$ cat config.mk
export PLATFORM = sky130hd
export DESIGN_NAME = dram_cke_ctrl
export DESIGN_NICKNAME = d
export VERILOG_FILES = /design/src/shared/dram_pkg.sv /design/src/shared/burst_if.sv /design/src/hw/burst_order.sv /design/src/hw/dram_cke_ctrl.sv
export SDC_FILE = /design/constraint.sdc
export NUM_CORES = 1
export LEC_CHECK = 0
export ABC_AREA = 1
export BUFFER_PORTS_ARGS = -buffer_cell sky130_fd_sc_hd__buf_4
export CAP_MARGIN = 20
export CELL_PAD_IN_SITES_DETAIL_PLACEMENT = 1
export CELL_PAD_IN_SITES_GLOBAL_PLACEMENT = 2
export CORE_MARGIN = 8
export CORE_UTILIZATION = 36
export DETAILED_ROUTE_END_ITERATION = 6
export GPL_TIMING_DRIVEN = 0
export PLACE_DENSITY_LB_ADDON = 0.12
export SYNTH_ARGS = -nofsm -noshare
export SYNTH_HDL_FRONTEND = slang
export SYNTH_SLANG_ARGS = --single-unit
export TNS_END_PERCENT = 30
$ cat constraint.sdc
create_clock -name clock -period 2.62 [get_ports clock]
set_input_delay 0.131 -clock clock [delete_from_list [all_inputs] [get_ports clock]]
set_output_delay 0.131 -clock clock [all_outputs]
set_load 0.02 [all_outputs]
$ cat src/shared/dram_pkg.sv
// constants, state and command codes for the clock-enable state and burst order block
package dram_pkg;
  // one-hot power and activity states
  typedef enum logic [8:0] {
    ST_IDLE        = 9'h001,
    ST_ACTIVE      = 9'h002,
    ST_READING     = 9'h004,
    ST_WRITING     = 9'h008,
    ST_PRECHARGING = 9'h010,
    ST_REFRESHING  = 9'h020,
    ST_PWR_DOWN    = 9'h040,
    ST_SELF_REF    = 9'h080,
    ST_EXITING     = 9'h100
  } pstate_e;

  typedef enum logic [2:0] {
    CMD_DES   = 3'h0,
    CMD_NOP   = 3'h1,
    CMD_ACT   = 3'h2,
    CMD_REF   = 3'h3,
    CMD_PRE   = 3'h4,
    CMD_RD    = 3'h5,
    CMD_WR    = 3'h6,
    CMD_OTHER = 3'h7
  } cmd_e;

  localparam int ADDR_W = 14;
  // burst length field codes
  localparam logic [1:0] BL_FIXED8 = 2'h0;
  localparam logic [1:0] BL_OTF = 2'h1;
  localparam logic [1:0] BL_FIXED4 = 2'h2;
  // address bit positions
  localparam int A_AUTO_PRE = 10;
  localparam int A_BL_SEL = 12;
  // burst beats
  localparam logic [3:0] BEATS_BL8 = 4'h8;
  localparam logic [3:0] BEATS_BC4 = 4'h4;
  // link clock counts
  localparam logic [7:0] WR_START_EDGES = 8'h04;
  localparam logic [7:0] WR_CHOP_PULL_IN = 8'h02;
  localparam logic [7:0] T_RP_EDGES = 8'h04;
  localparam logic [7:0] T_RFC_EDGES = 8'h10;
  localparam logic [7:0] T_XP_EDGES = 8'h03;
  localparam logic [7:0] T_XS_EDGES = 8'h10;
  // reset values
  localparam logic [7:0] WAIT_RST = 8'h00;
  localparam logic [2:0] COL_RST = 3'h0;
endpackage

$ cat src/shared/burst_if.sv
// carries a burst request to the column order generator and its beats back
interface burst_if;
  logic start;
  logic is_write;
  logic interleaved;
  logic chop;
  logic [2:0] start_col;
  logic beat;
  logic [2:0] col;
  logic dq_oe_b;
  logic busy;
  modport ctrl (output start, is_write, interleaved, chop, start_col,
                input beat, col, dq_oe_b, busy);
  modport gen (input start, is_write, interleaved, chop, start_col,
               output beat, col, dq_oe_b, busy);
endinterface

$ cat src/hw/burst_order.sv
// column order generator for one read or write burst
module burst_order
  import dram_pkg::*;
(
  // system
  input wire logic clock,
  input wire logic rst_b,
  // request and beats
  burst_if.gen bus
);
  logic [3:0] idx_reg;
  logic run_reg;
  logic wr_reg;
  logic il_reg;
  logic chop_reg;
  logic [2:0] s_reg;
  logic [2:0] i;
  logic [2:0] col_next;
  logic last_half;

  assign i = idx_reg[2:0];
  assign last_half = i[2];

  // beat column from start and index
  always_comb
  begin
    if (wr_reg)
      col_next = chop_reg ? {s_reg[2], i[1:0]} : i;
    else if (il_reg)
      col_next = s_reg ^ i;
    else
      col_next = {s_reg[2] ^ i[2], 2'(s_reg[1:0] + i[1:0])};
  end

  // request capture and beat counter
  always_ff @(posedge clock or negedge rst_b)
  begin
    if (!rst_b)
    begin
      idx_reg <= 4'h0;
      run_reg <= 1'b0;
      wr_reg <= 1'b0;
      il_reg <= 1'b0;
      chop_reg <= 1'b0;
      s_reg <= COL_RST;
    end
    else if (bus.start && !run_reg)
    begin
      idx_reg <= 4'h0;
      run_reg <= 1'b1;
      wr_reg <= bus.is_write;
      il_reg <= bus.interleaved;
      chop_reg <= bus.chop;
      s_reg <= bus.start_col;
    end
    else if (run_reg)
    begin
      idx_reg <= idx_reg + 4'h1;
      run_reg <= (idx_reg != BEATS_BL8 - 4'h1);
    end
  end

  // registered beat outputs
  always_ff @(posedge clock or negedge rst_b)
  begin
    if (!rst_b)
    begin
      bus.beat <= 1'b0;
      bus.col <= COL_RST;
      bus.dq_oe_b <= 1'b1;
      bus.busy <= 1'b0;
    end
    else
    begin
      bus.busy <= run_reg || bus.start;
      bus.beat <= run_reg && !(chop_reg && last_half);
      bus.col <= run_reg ? col_next : COL_RST;
      bus.dq_oe_b <= !(run_reg && !wr_reg && !(chop_reg && last_half));
    end
  end
endmodule

$ cat src/hw/dram_cke_ctrl.sv
// clock-enable power states, command handling and burst launch of the memory device
//
// Overview of operation
// - act per edge on state, cke history, command
// - self-refresh entry only from idle with refresh
// - power-down type follows banks open or closed
// - no refresh while powered down
// - low cke holds state, pins ignored
// - no termination in self-refresh, otherwise no effect
// - idle means closed, quiet, cke high, timed
// - mode bit selects sequential or interleaved
// - mode bits select burst length option
// - read beat columns from start and index
// - chop read: four beats then tristate
// - write order fixed, chop picks half
// - fixed chop write starts two clocks early
// - per-command chop write keeps normal start
// - bursts always complete, never interrupted
// - crc fixed length write needs column zero
module dram_cke_ctrl
  import dram_pkg::*;
(
  // system
  input wire logic clock,
  input wire logic rst_b,
  // link pins
  input wire logic ck,
  input wire logic cke,
  input wire logic cs_n,
  input wire logic act_n,
  input wire logic ras_n,
  input wire logic cas_n,
  input wire logic we_n,
  input wire logic odt,
  input wire logic [ADDR_W-1:0] addr,
  // mode configuration
  input wire logic [1:0] bl_mode,
  input wire logic burst_interleave,
  input wire logic wr_crc_en,
  input wire logic sr_exit_nop_ok,
  // status
  output logic [8:0] power_state,
  output logic pd_is_active,
  output logic refresh_busy,
  output logic odt_on,
  output logic idle,
  output logic cmd_seq_err,
  output logic crc_col_err,
  output logic wr_internal_start,
  // burst beats
  output logic beat_valid,
  output logic [2:0] beat_col,
  output logic dq_oe_b
);
  localparam int SW = ADDR_W + 8;

  // ------------------------------------------------------------
  // pin synchroniser and clock edge finder
  // ------------------------------------------------------------
  logic [SW-1:0] pin_meta_reg;
  logic [SW-1:0] pin_reg;
  logic ck_last_reg;
  logic edge_hit;
  logic ck_s;
  logic cke_s;
  logic odt_s;
  logic [ADDR_W-1:0] addr_s;
  logic [4:0] ctl_s;

  always_ff @(posedge clock or negedge rst_b)
  begin
    if (!rst_b)
    begin
      pin_meta_reg <= '0;
      pin_reg <= '0;
      ck_last_reg <= 1'b0;
    end
    else
    begin
      pin_meta_reg <= {ck, cke, cs_n, act_n, ras_n, cas_n, we_n, odt, addr};
      pin_reg <= pin_meta_reg;
      ck_last_reg <= ck_s;
    end
  end

  assign {ck_s, cke_s, ctl_s, odt_s, addr_s} = pin_reg;
  assign edge_hit = ck_s && !ck_last_reg;

  // ------------------------------------------------------------
  // command decode
  // ------------------------------------------------------------
  cmd_e cmd;

  always_comb
  begin
    if (ctl_s[4])
      cmd = CMD_DES;
    else if (!ctl_s[3])
      cmd = CMD_ACT;
    else
      unique case (ctl_s[2:0])
        3'b111: cmd = CMD_NOP;
        3'b001: cmd = CMD_REF;
        3'b010: cmd = CMD_PRE;
        3'b101: cmd = CMD_RD;
        3'b100: cmd = CMD_WR;
        default: cmd = CMD_OTHER;
      endcase
  end

  // ------------------------------------------------------------
  // burst request set-up
  // ------------------------------------------------------------
  burst_if bus ();
  logic chop_sel;
  logic rdwr;
  logic crc_bad;
  logic [7:0] wr_target;

  assign chop_sel = (bl_mode == BL_FIXED4) || (bl_mode == BL_OTF && !addr_s[A_BL_SEL]);
  assign rdwr = (cmd == CMD_RD) || (cmd == CMD_WR);
  assign crc_bad = wr_crc_en && bl_mode == BL_FIXED8 && cmd == CMD_WR && addr_s[2:0] != 3'h0;
  assign wr_target = (bl_mode == BL_FIXED4) ? WR_START_EDGES - WR_CHOP_PULL_IN
                                            : WR_START_EDGES;

  burst_order u_order (
    .clock(clock),
    .rst_b(rst_b),
    .bus(bus)
  );

  // ------------------------------------------------------------
  // power and activity state machine
  // ------------------------------------------------------------
  pstate_e state_reg;
  logic cke_prev_reg;
  logic banks_open_reg;
  logic auto_pre_reg;
  logic pd_act_reg;
  logic [7:0] wait_reg;
  logic [7:0] wr_cnt_reg;
  logic start_reg;
  logic is_wr_reg;
  logic il_reg;
  logic chop_reg;
  logic [2:0] scol_reg;
  logic err_reg;
  logic crc_err_reg;
  logic wr_start_reg;

  assign bus.start = start_reg;
  assign bus.is_write = is_wr_reg;
  assign bus.interleaved = il_reg;
  assign bus.chop = chop_reg;
  assign bus.start_col = scol_reg;

  always_ff @(posedge clock or negedge rst_b)
  begin
    if (!rst_b)
    begin
      state_reg <= ST_IDLE;
      cke_prev_reg <= 1'b1;
      banks_open_reg <= 1'b0;
      auto_pre_reg <= 1'b0;
      pd_act_reg <= 1'b0;
      wait_reg <= WAIT_RST;
      wr_cnt_reg <= WAIT_RST;
      start_reg <= 1'b0;
      is_wr_reg <= 1'b0;
      il_reg <= 1'b0;
      chop_reg <= 1'b0;
      scol_reg <= COL_RST;
      err_reg <= 1'b0;
      crc_err_reg <= 1'b0;
      wr_start_reg <= 1'b0;
    end
    else
    begin
      start_reg <= 1'b0;
      err_reg <= 1'b0;
      crc_err_reg <= 1'b0;
      wr_start_reg <= 1'b0;
      if (edge_hit)
      begin
        cke_prev_reg <= cke_s;
        if (wait_reg != WAIT_RST)
          wait_reg <= wait_reg - 8'h01;
        unique case (state_reg)
          ST_PWR_DOWN:
          begin
            if (cke_s)
            begin
              if (cmd == CMD_DES)
              begin
                state_reg <= ST_EXITING;
                wait_reg <= T_XP_EDGES;
              end
              else
                err_reg <= 1'b1;
            end
          end
          ST_SELF_REF:
          begin
            if (cke_s)
            begin
              if (cmd == CMD_DES || (cmd == CMD_NOP && sr_exit_nop_ok))
              begin
                state_reg <= ST_EXITING;
                wait_reg <= T_XS_EDGES;
              end
              else
                err_reg <= 1'b1;
            end
          end
          default:
          begin
            if (!cke_s)
            begin
              if (cmd == CMD_DES)
              begin
                state_reg <= ST_PWR_DOWN;
                pd_act_reg <= banks_open_reg && !auto_pre_reg;
                if (auto_pre_reg)
                  banks_open_reg <= 1'b0;
                auto_pre_reg <= 1'b0;
                wait_reg <= WAIT_RST;
              end
              else if (cmd == CMD_REF && state_reg == ST_IDLE)
                state_reg <= ST_SELF_REF;
              else
                err_reg <= 1'b1;
            end
            else if (state_reg == ST_IDLE || state_reg == ST_ACTIVE)
            begin
              if (cmd == CMD_ACT)
              begin
                banks_open_reg <= 1'b1;
                state_reg <= ST_ACTIVE;
              end
              else if (cmd == CMD_REF && state_reg == ST_IDLE)
              begin
                state_reg <= ST_REFRESHING;
                wait_reg <= T_RFC_EDGES;
              end
              else if (cmd == CMD_PRE)
              begin
                banks_open_reg <= 1'b0;
                state_reg <= ST_PRECHARGING;
                wait_reg <= T_RP_EDGES;
              end
              else if (crc_bad)
                crc_err_reg <= 1'b1;
              else if (rdwr && banks_open_reg)
              begin
                start_reg <= 1'b1;
                is_wr_reg <= (cmd == CMD_WR);
                il_reg <= burst_interleave;
                chop_reg <= chop_sel;
                scol_reg <= addr_s[2:0];
                auto_pre_reg <= addr_s[A_AUTO_PRE];
                wr_cnt_reg <= WAIT_RST;
                state_reg <= (cmd == CMD_WR) ? ST_WRITING : ST_READING;
              end
              else if (cmd != CMD_DES && cmd != CMD_NOP)
                err_reg <= 1'b1;
            end
            else
            begin
              if (cmd != CMD_DES && cmd != CMD_NOP)
                err_reg <= 1'b1;
              if (state_reg == ST_WRITING)
              begin
                wr_cnt_reg <= wr_cnt_reg + 8'h01;
                if (wr_cnt_reg + 8'h01 == wr_target)
                  wr_start_reg <= 1'b1;
              end
              if ((state_reg == ST_READING && !bus.busy) ||
                  (state_reg == ST_WRITING && wr_cnt_reg + 8'h01 >= wr_target && !bus.busy))
              begin
                if (auto_pre_reg)
                begin
                  banks_open_reg <= 1'b0;
                  auto_pre_reg <= 1'b0;
                  state_reg <= ST_PRECHARGING;
                  wait_reg <= T_RP_EDGES;
                end
                else
                  state_reg <= ST_ACTIVE;
              end
              else if ((state_reg == ST_PRECHARGING || state_reg == ST_REFRESHING ||
                        state_reg == ST_EXITING) && wait_reg <= 8'h01)
                state_reg <= banks_open_reg ? ST_ACTIVE : ST_IDLE;
            end
          end
        endcase
      end
    end
  end

  // ------------------------------------------------------------
  // registered status
  // ------------------------------------------------------------
  always_ff @(posedge clock or negedge rst_b)
  begin
    if (!rst_b)
    begin
      power_state <= ST_IDLE;
      pd_is_active <= 1'b0;
      refresh_busy <= 1'b0;
      odt_on <= 1'b0;
      idle <= 1'b0;
      cmd_seq_err <= 1'b0;
      crc_col_err <= 1'b0;
      wr_internal_start <= 1'b0;
    end
    else
    begin
      power_state <= state_reg;
      pd_is_active <= (state_reg == ST_PWR_DOWN) && pd_act_reg;
      refresh_busy <= (state_reg == ST_REFRESHING) || (state_reg == ST_SELF_REF);
      odt_on <= odt_s && (state_reg != ST_SELF_REF);
      idle <= (state_reg == ST_IDLE) && cke_prev_reg && !bus.busy;
      cmd_seq_err <= err_reg;
      crc_col_err <= crc_err_reg;
      wr_internal_start <= wr_start_reg;
    end
  end

  // ------------------------------------------------------------
  // burst beat outputs
  // ------------------------------------------------------------
  always_ff @(posedge clock or negedge rst_b)
  begin
    if (!rst_b)
    begin
      beat_valid <= 1'b0;
      beat_col <= COL_RST;
      dq_oe_b <= 1'b1;
    end
    else
    begin
      beat_valid <= bus.beat;
      beat_col <= bus.col;
      dq_oe_b <= bus.dq_oe_b;
    end
  end
endmodule

Word-level counts from Yosys, hierarchy flattened

Index checks and enable logic that the tools add are counted.

Input port bits: 29
Output and inout port bits: 21
Flip-flop bits (word level): 122
Word-level logic and storage cells: 263

Multiplexer cells: 108
Eq/ne operators: 46
Bitwise operators: 8
Reductions and logical operators: 56
Add/subtract/negate cells: 4
Order comparisons: 2

Operators by type and width:

| operator           | number |
|---|---|
| $mux 8             | 20 |
| $mux 9             | 15 |
| $mux 1             | 57 |
| $reduce_and 9->1   | 4 |
| $logic_and 1x1->1  | 23 |
| $mux 3             | 7 |
| $eq 3x3->1 const B | 6 |
| $pmux 9 s2         | 1 |
| $ne 2x2->1 const B | 8 |
| $pmux 8 s2         | 1 |
| $pmux 3 s5         | 1 |
| $mux 4             | 3 |
| $ne 3x3->1 const B | 4 |
| $eq 3x2->1 const B | 3 |
| $eq 9x1->1 const B | 1 |
| $eq 9x2->1 const B | 1 |
| $eq 9x3->1 const B | 1 |
| $eq 9x4->1 const B | 1 |
| $eq 9x5->1 const B | 1 |
| $eq 9x6->1 const B | 1 |
| $eq 9x7->1 const B | 1 |
| $eq 9x8->1 const B | 1 |
| $eq 9x9->1 const B | 1 |
| $logic_or 1x1->1   | 9 |
| other kinds (34)   | 53 |

Logic depth before layout (Yosys ltp)

Depth after elaboration: 16
Mapped depth: 18
Depth with buffers taken out: 18

Cells and area by module

Synthesis repeated with hierarchy kept, for this count alone.

Cells, all modules: 543
Area total of the unflattened synthesis: 4832.1 µm²

Modules (own cells, without submodules):

| module        | area an instance (µm²) | seq. area each (µm²) | cells each | times used |
|---|---|---|---|---|
| dram_cke_ctrl | 4098.9                 | 2182.1               | 471        | 1 |
| burst_order   | 733.2                  | 426.7                | 72         | 1 |

Worst setup path after synthesis

No wires, ideal clock.

Path kind: flip-flop to flip-flop
Start: register wr_cnt_reg[0]
End: register state_reg[4]
Arrival time: 2132 ps
Buffers on the path: 1
Data required time: 2546 ps
Cell stages (with the launch flop): 18
Setup time: 74 ps
Setup slack: 414 ps
Clock period less this slack: 2206 ps
Cells stage by stage: dfrtp_1 > ha_1 > xor2_1 > ha_1 > a21oi_1 > nand2_1 > nor2_1 > nand3_1 > nand3_1 > nand2_1 > inv_2 > nand3_1 > nand2_1 > nand2_1 > nand2_2 > buf_6 > nand2_1 > o21ai_2

Word-level cells in the longest chain between the ends: 9
Elaborated cells between the ends (all ways): 11
Classes of those cells: 1 x add/sub; 1 x order compare; 1 x eq/ne; 4 x mux; 4 x reduce/logical

Ends and longest elaborated chain:

| item                              | RTL line             | source |
|---|---|---|
| from (decl)                       | dram_cke_ctrl.sv:141 | `logic [7:0] wr_cnt_reg;` |
| from (signal assigned)            | dram_cke_ctrl.sv:273 | `wr_cnt_reg <= wr_cnt_reg + 8'h01;` |
| $add 8x1->8 *                     | dram_cke_ctrl.sv:278 | `(state_reg == ST_WRITING && wr_cnt_reg + 8'h01 >= wr_target && !bus.busy))` |
| $ge 8x3->1 *                      | dram_cke_ctrl.sv:278 |  |
| $logic_and 1x1->1 * (2 in series) | dram_cke_ctrl.sv:278 |  |
| $logic_or 1x1->1 *                | dram_cke_ctrl.sv:277 | `if ((state_reg == ST_READING && !bus.busy) \|\|` |
| $mux 9                            | dram_cke_ctrl.sv:277 |  |
| $mux 9                            | dram_cke_ctrl.sv:233 | `else if (state_reg == ST_IDLE \|\| state_reg == ST_ACTIVE)` |
| $mux 9                            | dram_cke_ctrl.sv:217 | `if (!cke_s)` |
| $pmux 9 s2                        | dram_cke_ctrl.sv:188 | `unique case (state_reg)` |
| to (signal assigned)              | dram_cke_ctrl.sv:262 | `state_reg <= (cmd == CMD_WR) ? ST_WRITING : ST_READING;` |
| to (signal assigned)              | dram_cke_ctrl.sv:292 | `state_reg <= banks_open_reg ? ST_ACTIVE : ST_IDLE;` |
| to (decl)                         | dram_cke_ctrl.sv:135 | `pstate_e state_reg;` |

Every way passes the cells marked *; elsewhere a longest branch is shown, timed or not.
A chain may end at the register's enable or synchronous reset.

Worst setup path in the final report

Start: register wr_cnt_reg[0]
End: register state_reg[8]

Same word-level chain as after synthesis.

==> out/results.ini <==
[clock_network]
max-clock-path-buffers=2
tritoncts=yes
latest_clock_arrival_within_the_worst_skew_pair_ns=0.35
cts_max_level=3
cts.sink_count=104
cts_root_buffer=sky130_fd_sc_hd__clkbuf_16
cts_inserted_buffers=9
worst_setup_hold_path_clk_slew_ns=0.07

[sta]
fin_crit_ns=2.42
fmaxAchievable_mhz=414
setup_viol_count_final=0
maxSlewHeadroom=0.594
final.hold.worst_slack_ns=0.121
finalHoldViolations=0
finalMaxSlewViolations=0
final_ws_setup_ns=0.204
finalClockSkew_ns=0.00583
fin_crit_sh=0.922
timing_worst_slew_pin_value_ns=0.607
tns_ns=0

[pwr]
power_leakage_nw=2.77
total_power_mw=5.14
cellPowerDensity_nw_per_um2=886
max-vdd-ir-drop_uv=564

[layout]
layout.filler_cells=1462
drive_gt1_frac=0.204
layout-area-overhead-vs-synth_pct=25.0
finish.instance_area_um2=5810
most_common_library_cell_in_the_layout_ignoring_fill_and_taps=sky130_fd_sc_hd__nand2_1
postLayoutCoreUtil=0.460
mostFrequentLayoutCells=sky130_fd_sc_hd__nand2_1, sky130_fd_sc_hd__dfrtp_1, sky130_fd_sc_hd__nor2_1
finish.net_count=615
finalNonFillerCells=755
diodes=0

[yosys]
synth_area_per_cell_um2=9.18
synthesis.nets=543
ys_ff_latch=104
synth_edf_count=0
cell_area_after_synthesis_um2=4650
synth-async-reset-ratio=1.00
yosysSeqAreaShare=0.561
main_flop_type_after_synthesis=sky130_fd_sc_hd__dfrtp_1
synthesis.yosys.warnings=0
yosys.cell_types.count=45
synthesis.instances=506

[floorplanning]
io_pins=50
die_area_um2=16800
fp.dieH_um=130
core-area_um2=12600
initial_utilization=0.368
die-width_um=130
floorplan.rows=41

[route]
wirelength_met1_mm=5.37
detailroute.wirelength.met2_mm=5.17
routed-via-count=3574
post_drt_wl_per_cell_um=14.6
drt-pass1-iter-count=4
post_drt_via_cell_ratio=4.73
wl_met3_um=332
maxUsedRoutingLayer=met4
ant_nets=0
wirelength_mm=11.0
initialDrtViolationCount=175
drc=0

[grt]
grt_start_max_net_pins=69
grt_antenna_before_repair=0
grt_overflow=0
grt_usage=0.143
grt_pass1_vias=3737
wire_length_of_the_first_global_routing_pass_mm=18.9

[critical_path]
arrival_ns=2.65
setup.worst_path.start_class=flop
endpoint_kind=flop
path_class=flop to flop
slowest_delay_ns=0.44
critical_path.slowest_cell=sky130_fd_sc_hd__dfrtp_2
crit_fanout=5
most_common_cell_type_on_the_critical_path=sky130_fd_sc_hd__nand2_1
crit_path_cell_trace=ha_2, xor2_2, ha_1, a21oi_2, nand2_1, nor2_1, nand3_1, nand3_1, nand2_1, inv_2, nand3_1, nand2_1, nand2_1, nand2_4, clkbuf_16, a21oi_2
cp.required_ns=2.86

[place]
io_buffer_count=40
placed_area_um2=5190
place.detailed.instances=719
finalWeightedCongestion=0.784
hpwl_detailed_mm=8.17
worst_slack_after_detailed_placement_ns=0.0681

[job]
max_cap_violations=0

[status]
run_status=finished clean

[worst_hold_path]
type_of_the_most_critical_hold_path=primary input to flop

[Yosys cell counts (3+ instances only)]
library cell / number / share of area
sky130_fd_sc_hd__nor3_1: 12 / 0.013
sky130_fd_sc_hd__o21ai_2: 5 / 0.0094
sky130_fd_sc_hd__a21oi_1: 15 / 0.016
sky130_fd_sc_hd__inv_2: 7 / 0.0057
sky130_fd_sc_hd__xnor2_1: 3 / 0.0057
sky130_fd_sc_hd__nand2_2: 3 / 0.0040
sky130_fd_sc_hd__o211ai_1: 3 / 0.0048
sky130_fd_sc_hd__ha_1: 8 / 0.022
sky130_fd_sc_hd__o21ai_1: 10 / 0.011
sky130_fd_sc_hd__dfstp_2: 5 / 0.028
sky130_fd_sc_hd__a31oi_1: 4 / 0.0054
sky130_fd_sc_hd__nand2_1: 117 / 0.095
sky130_fd_sc_hd__nor2_4: 5 / 0.012
sky130_fd_sc_hd__nor4_1: 3 / 0.0040
sky130_fd_sc_hd__xor2_1: 5 / 0.0094
sky130_fd_sc_hd__nand4_1: 6 / 0.0081
sky130_fd_sc_hd__clkbuf_1: 3 / 0.0024
sky130_fd_sc_hd__nor2_2: 6 / 0.0081
sky130_fd_sc_hd__o21ai_0: 25 / 0.027
sky130_fd_sc_hd__nand3_1: 31 / 0.033
sky130_fd_sc_hd__inv_1: 50 / 0.040
sky130_fd_sc_hd__nor2_1: 52 / 0.042
sky130_fd_sc_hd__dfrtp_1: 99 / 0.53
[cells by family (layout without fill, tap and decap cells)]
| kind of cell | after synthesis | after routing | share of synthesized area |
|---|---|---|---|
| and+or+nand+nor | 248 | 248 | 0.252 |
| DFF | 104 | 104 | 0.561 |
| AOI/OAI and AO/OA | 70 | 70 | 0.0891 |
| buffers and inverters | 67 | 144 | 0.0582 |
| adders and majority gates | 8 | 8 | 0.0215 |
| xor gates and xnor gates | 8 | 8 | 0.0151 |
| muxes | 1 | 1 | 0.00242 |
[critical path: cells and delay by family (launching register included)]
family | cells | cell delay [ns]
AO/OA/AOI/OAI | 2 | 0.19
XOR/XNOR | 1 | 0.15
adder cells (fa/ha/maj) | 2 | 0.52
buffers and inverters | 2 | 0.24
flip-flops | 1 | 0.44
AND/OR/NAND/NOR | 9 | 0.77
[layer usage]
layer / vias to the layer above / GRT usage
li1: 1776 / -
met1: 1746 / 0.190
met2: 39 / 0.227
met3: 13 / 0.0288
met4: 0 / 0.0533
met5: - / 0
[final cells by class]
cell class                 count  area, um2  share of cell area
multi-input combinational    335       1800               0.310
buffer                         7       43.8             0.00754
inverter                      60        230              0.0396
timing repair buffer          61        546              0.0939
clock buffer                  11        253              0.0435
sequential                   104       2610               0.449
clock inverter                 5        110              0.0190
tap                          172        215              0.0371
[final timing paths]
path,end,cells after the start,start,slack [ns]
setup reg to reg,state_reg[8],16,wr_cnt_reg[0],0.20
hold / removal,bus.chop,3,bl_mode[0],0.12
hold reg to reg,pin_reg[0],0,pin_meta_reg[0],0.35
setup / recovery,state_reg[8],16,wr_cnt_reg[0],0.20
max in group asynchronous,u_order.bus.dq_oe_b,3,rst_b,1.61
min in group asynchronous,wr_cnt_reg[6],2,rst_b,0.30
[power breakdown]
part / switching, mW / internal [mW] / leakage [nW] / total (mW)
sequential: 0.218 / 1.90 / 1.29 / 2.12
clock: 0.600 / 0.996 / 0.178 / 1.60
combinational: 0.886 / 0.543 / 1.31 / 1.43
[repair_timing]
action | CTS | global route
gates resized for setup | 0 | 10
hold buffers | 15 | 0
setup buffers | 0 | 4
hold endpoints to repair | 47 | 0
setup endpoints to repair | 0 | 17
Power figures use the tool's default switching activity.
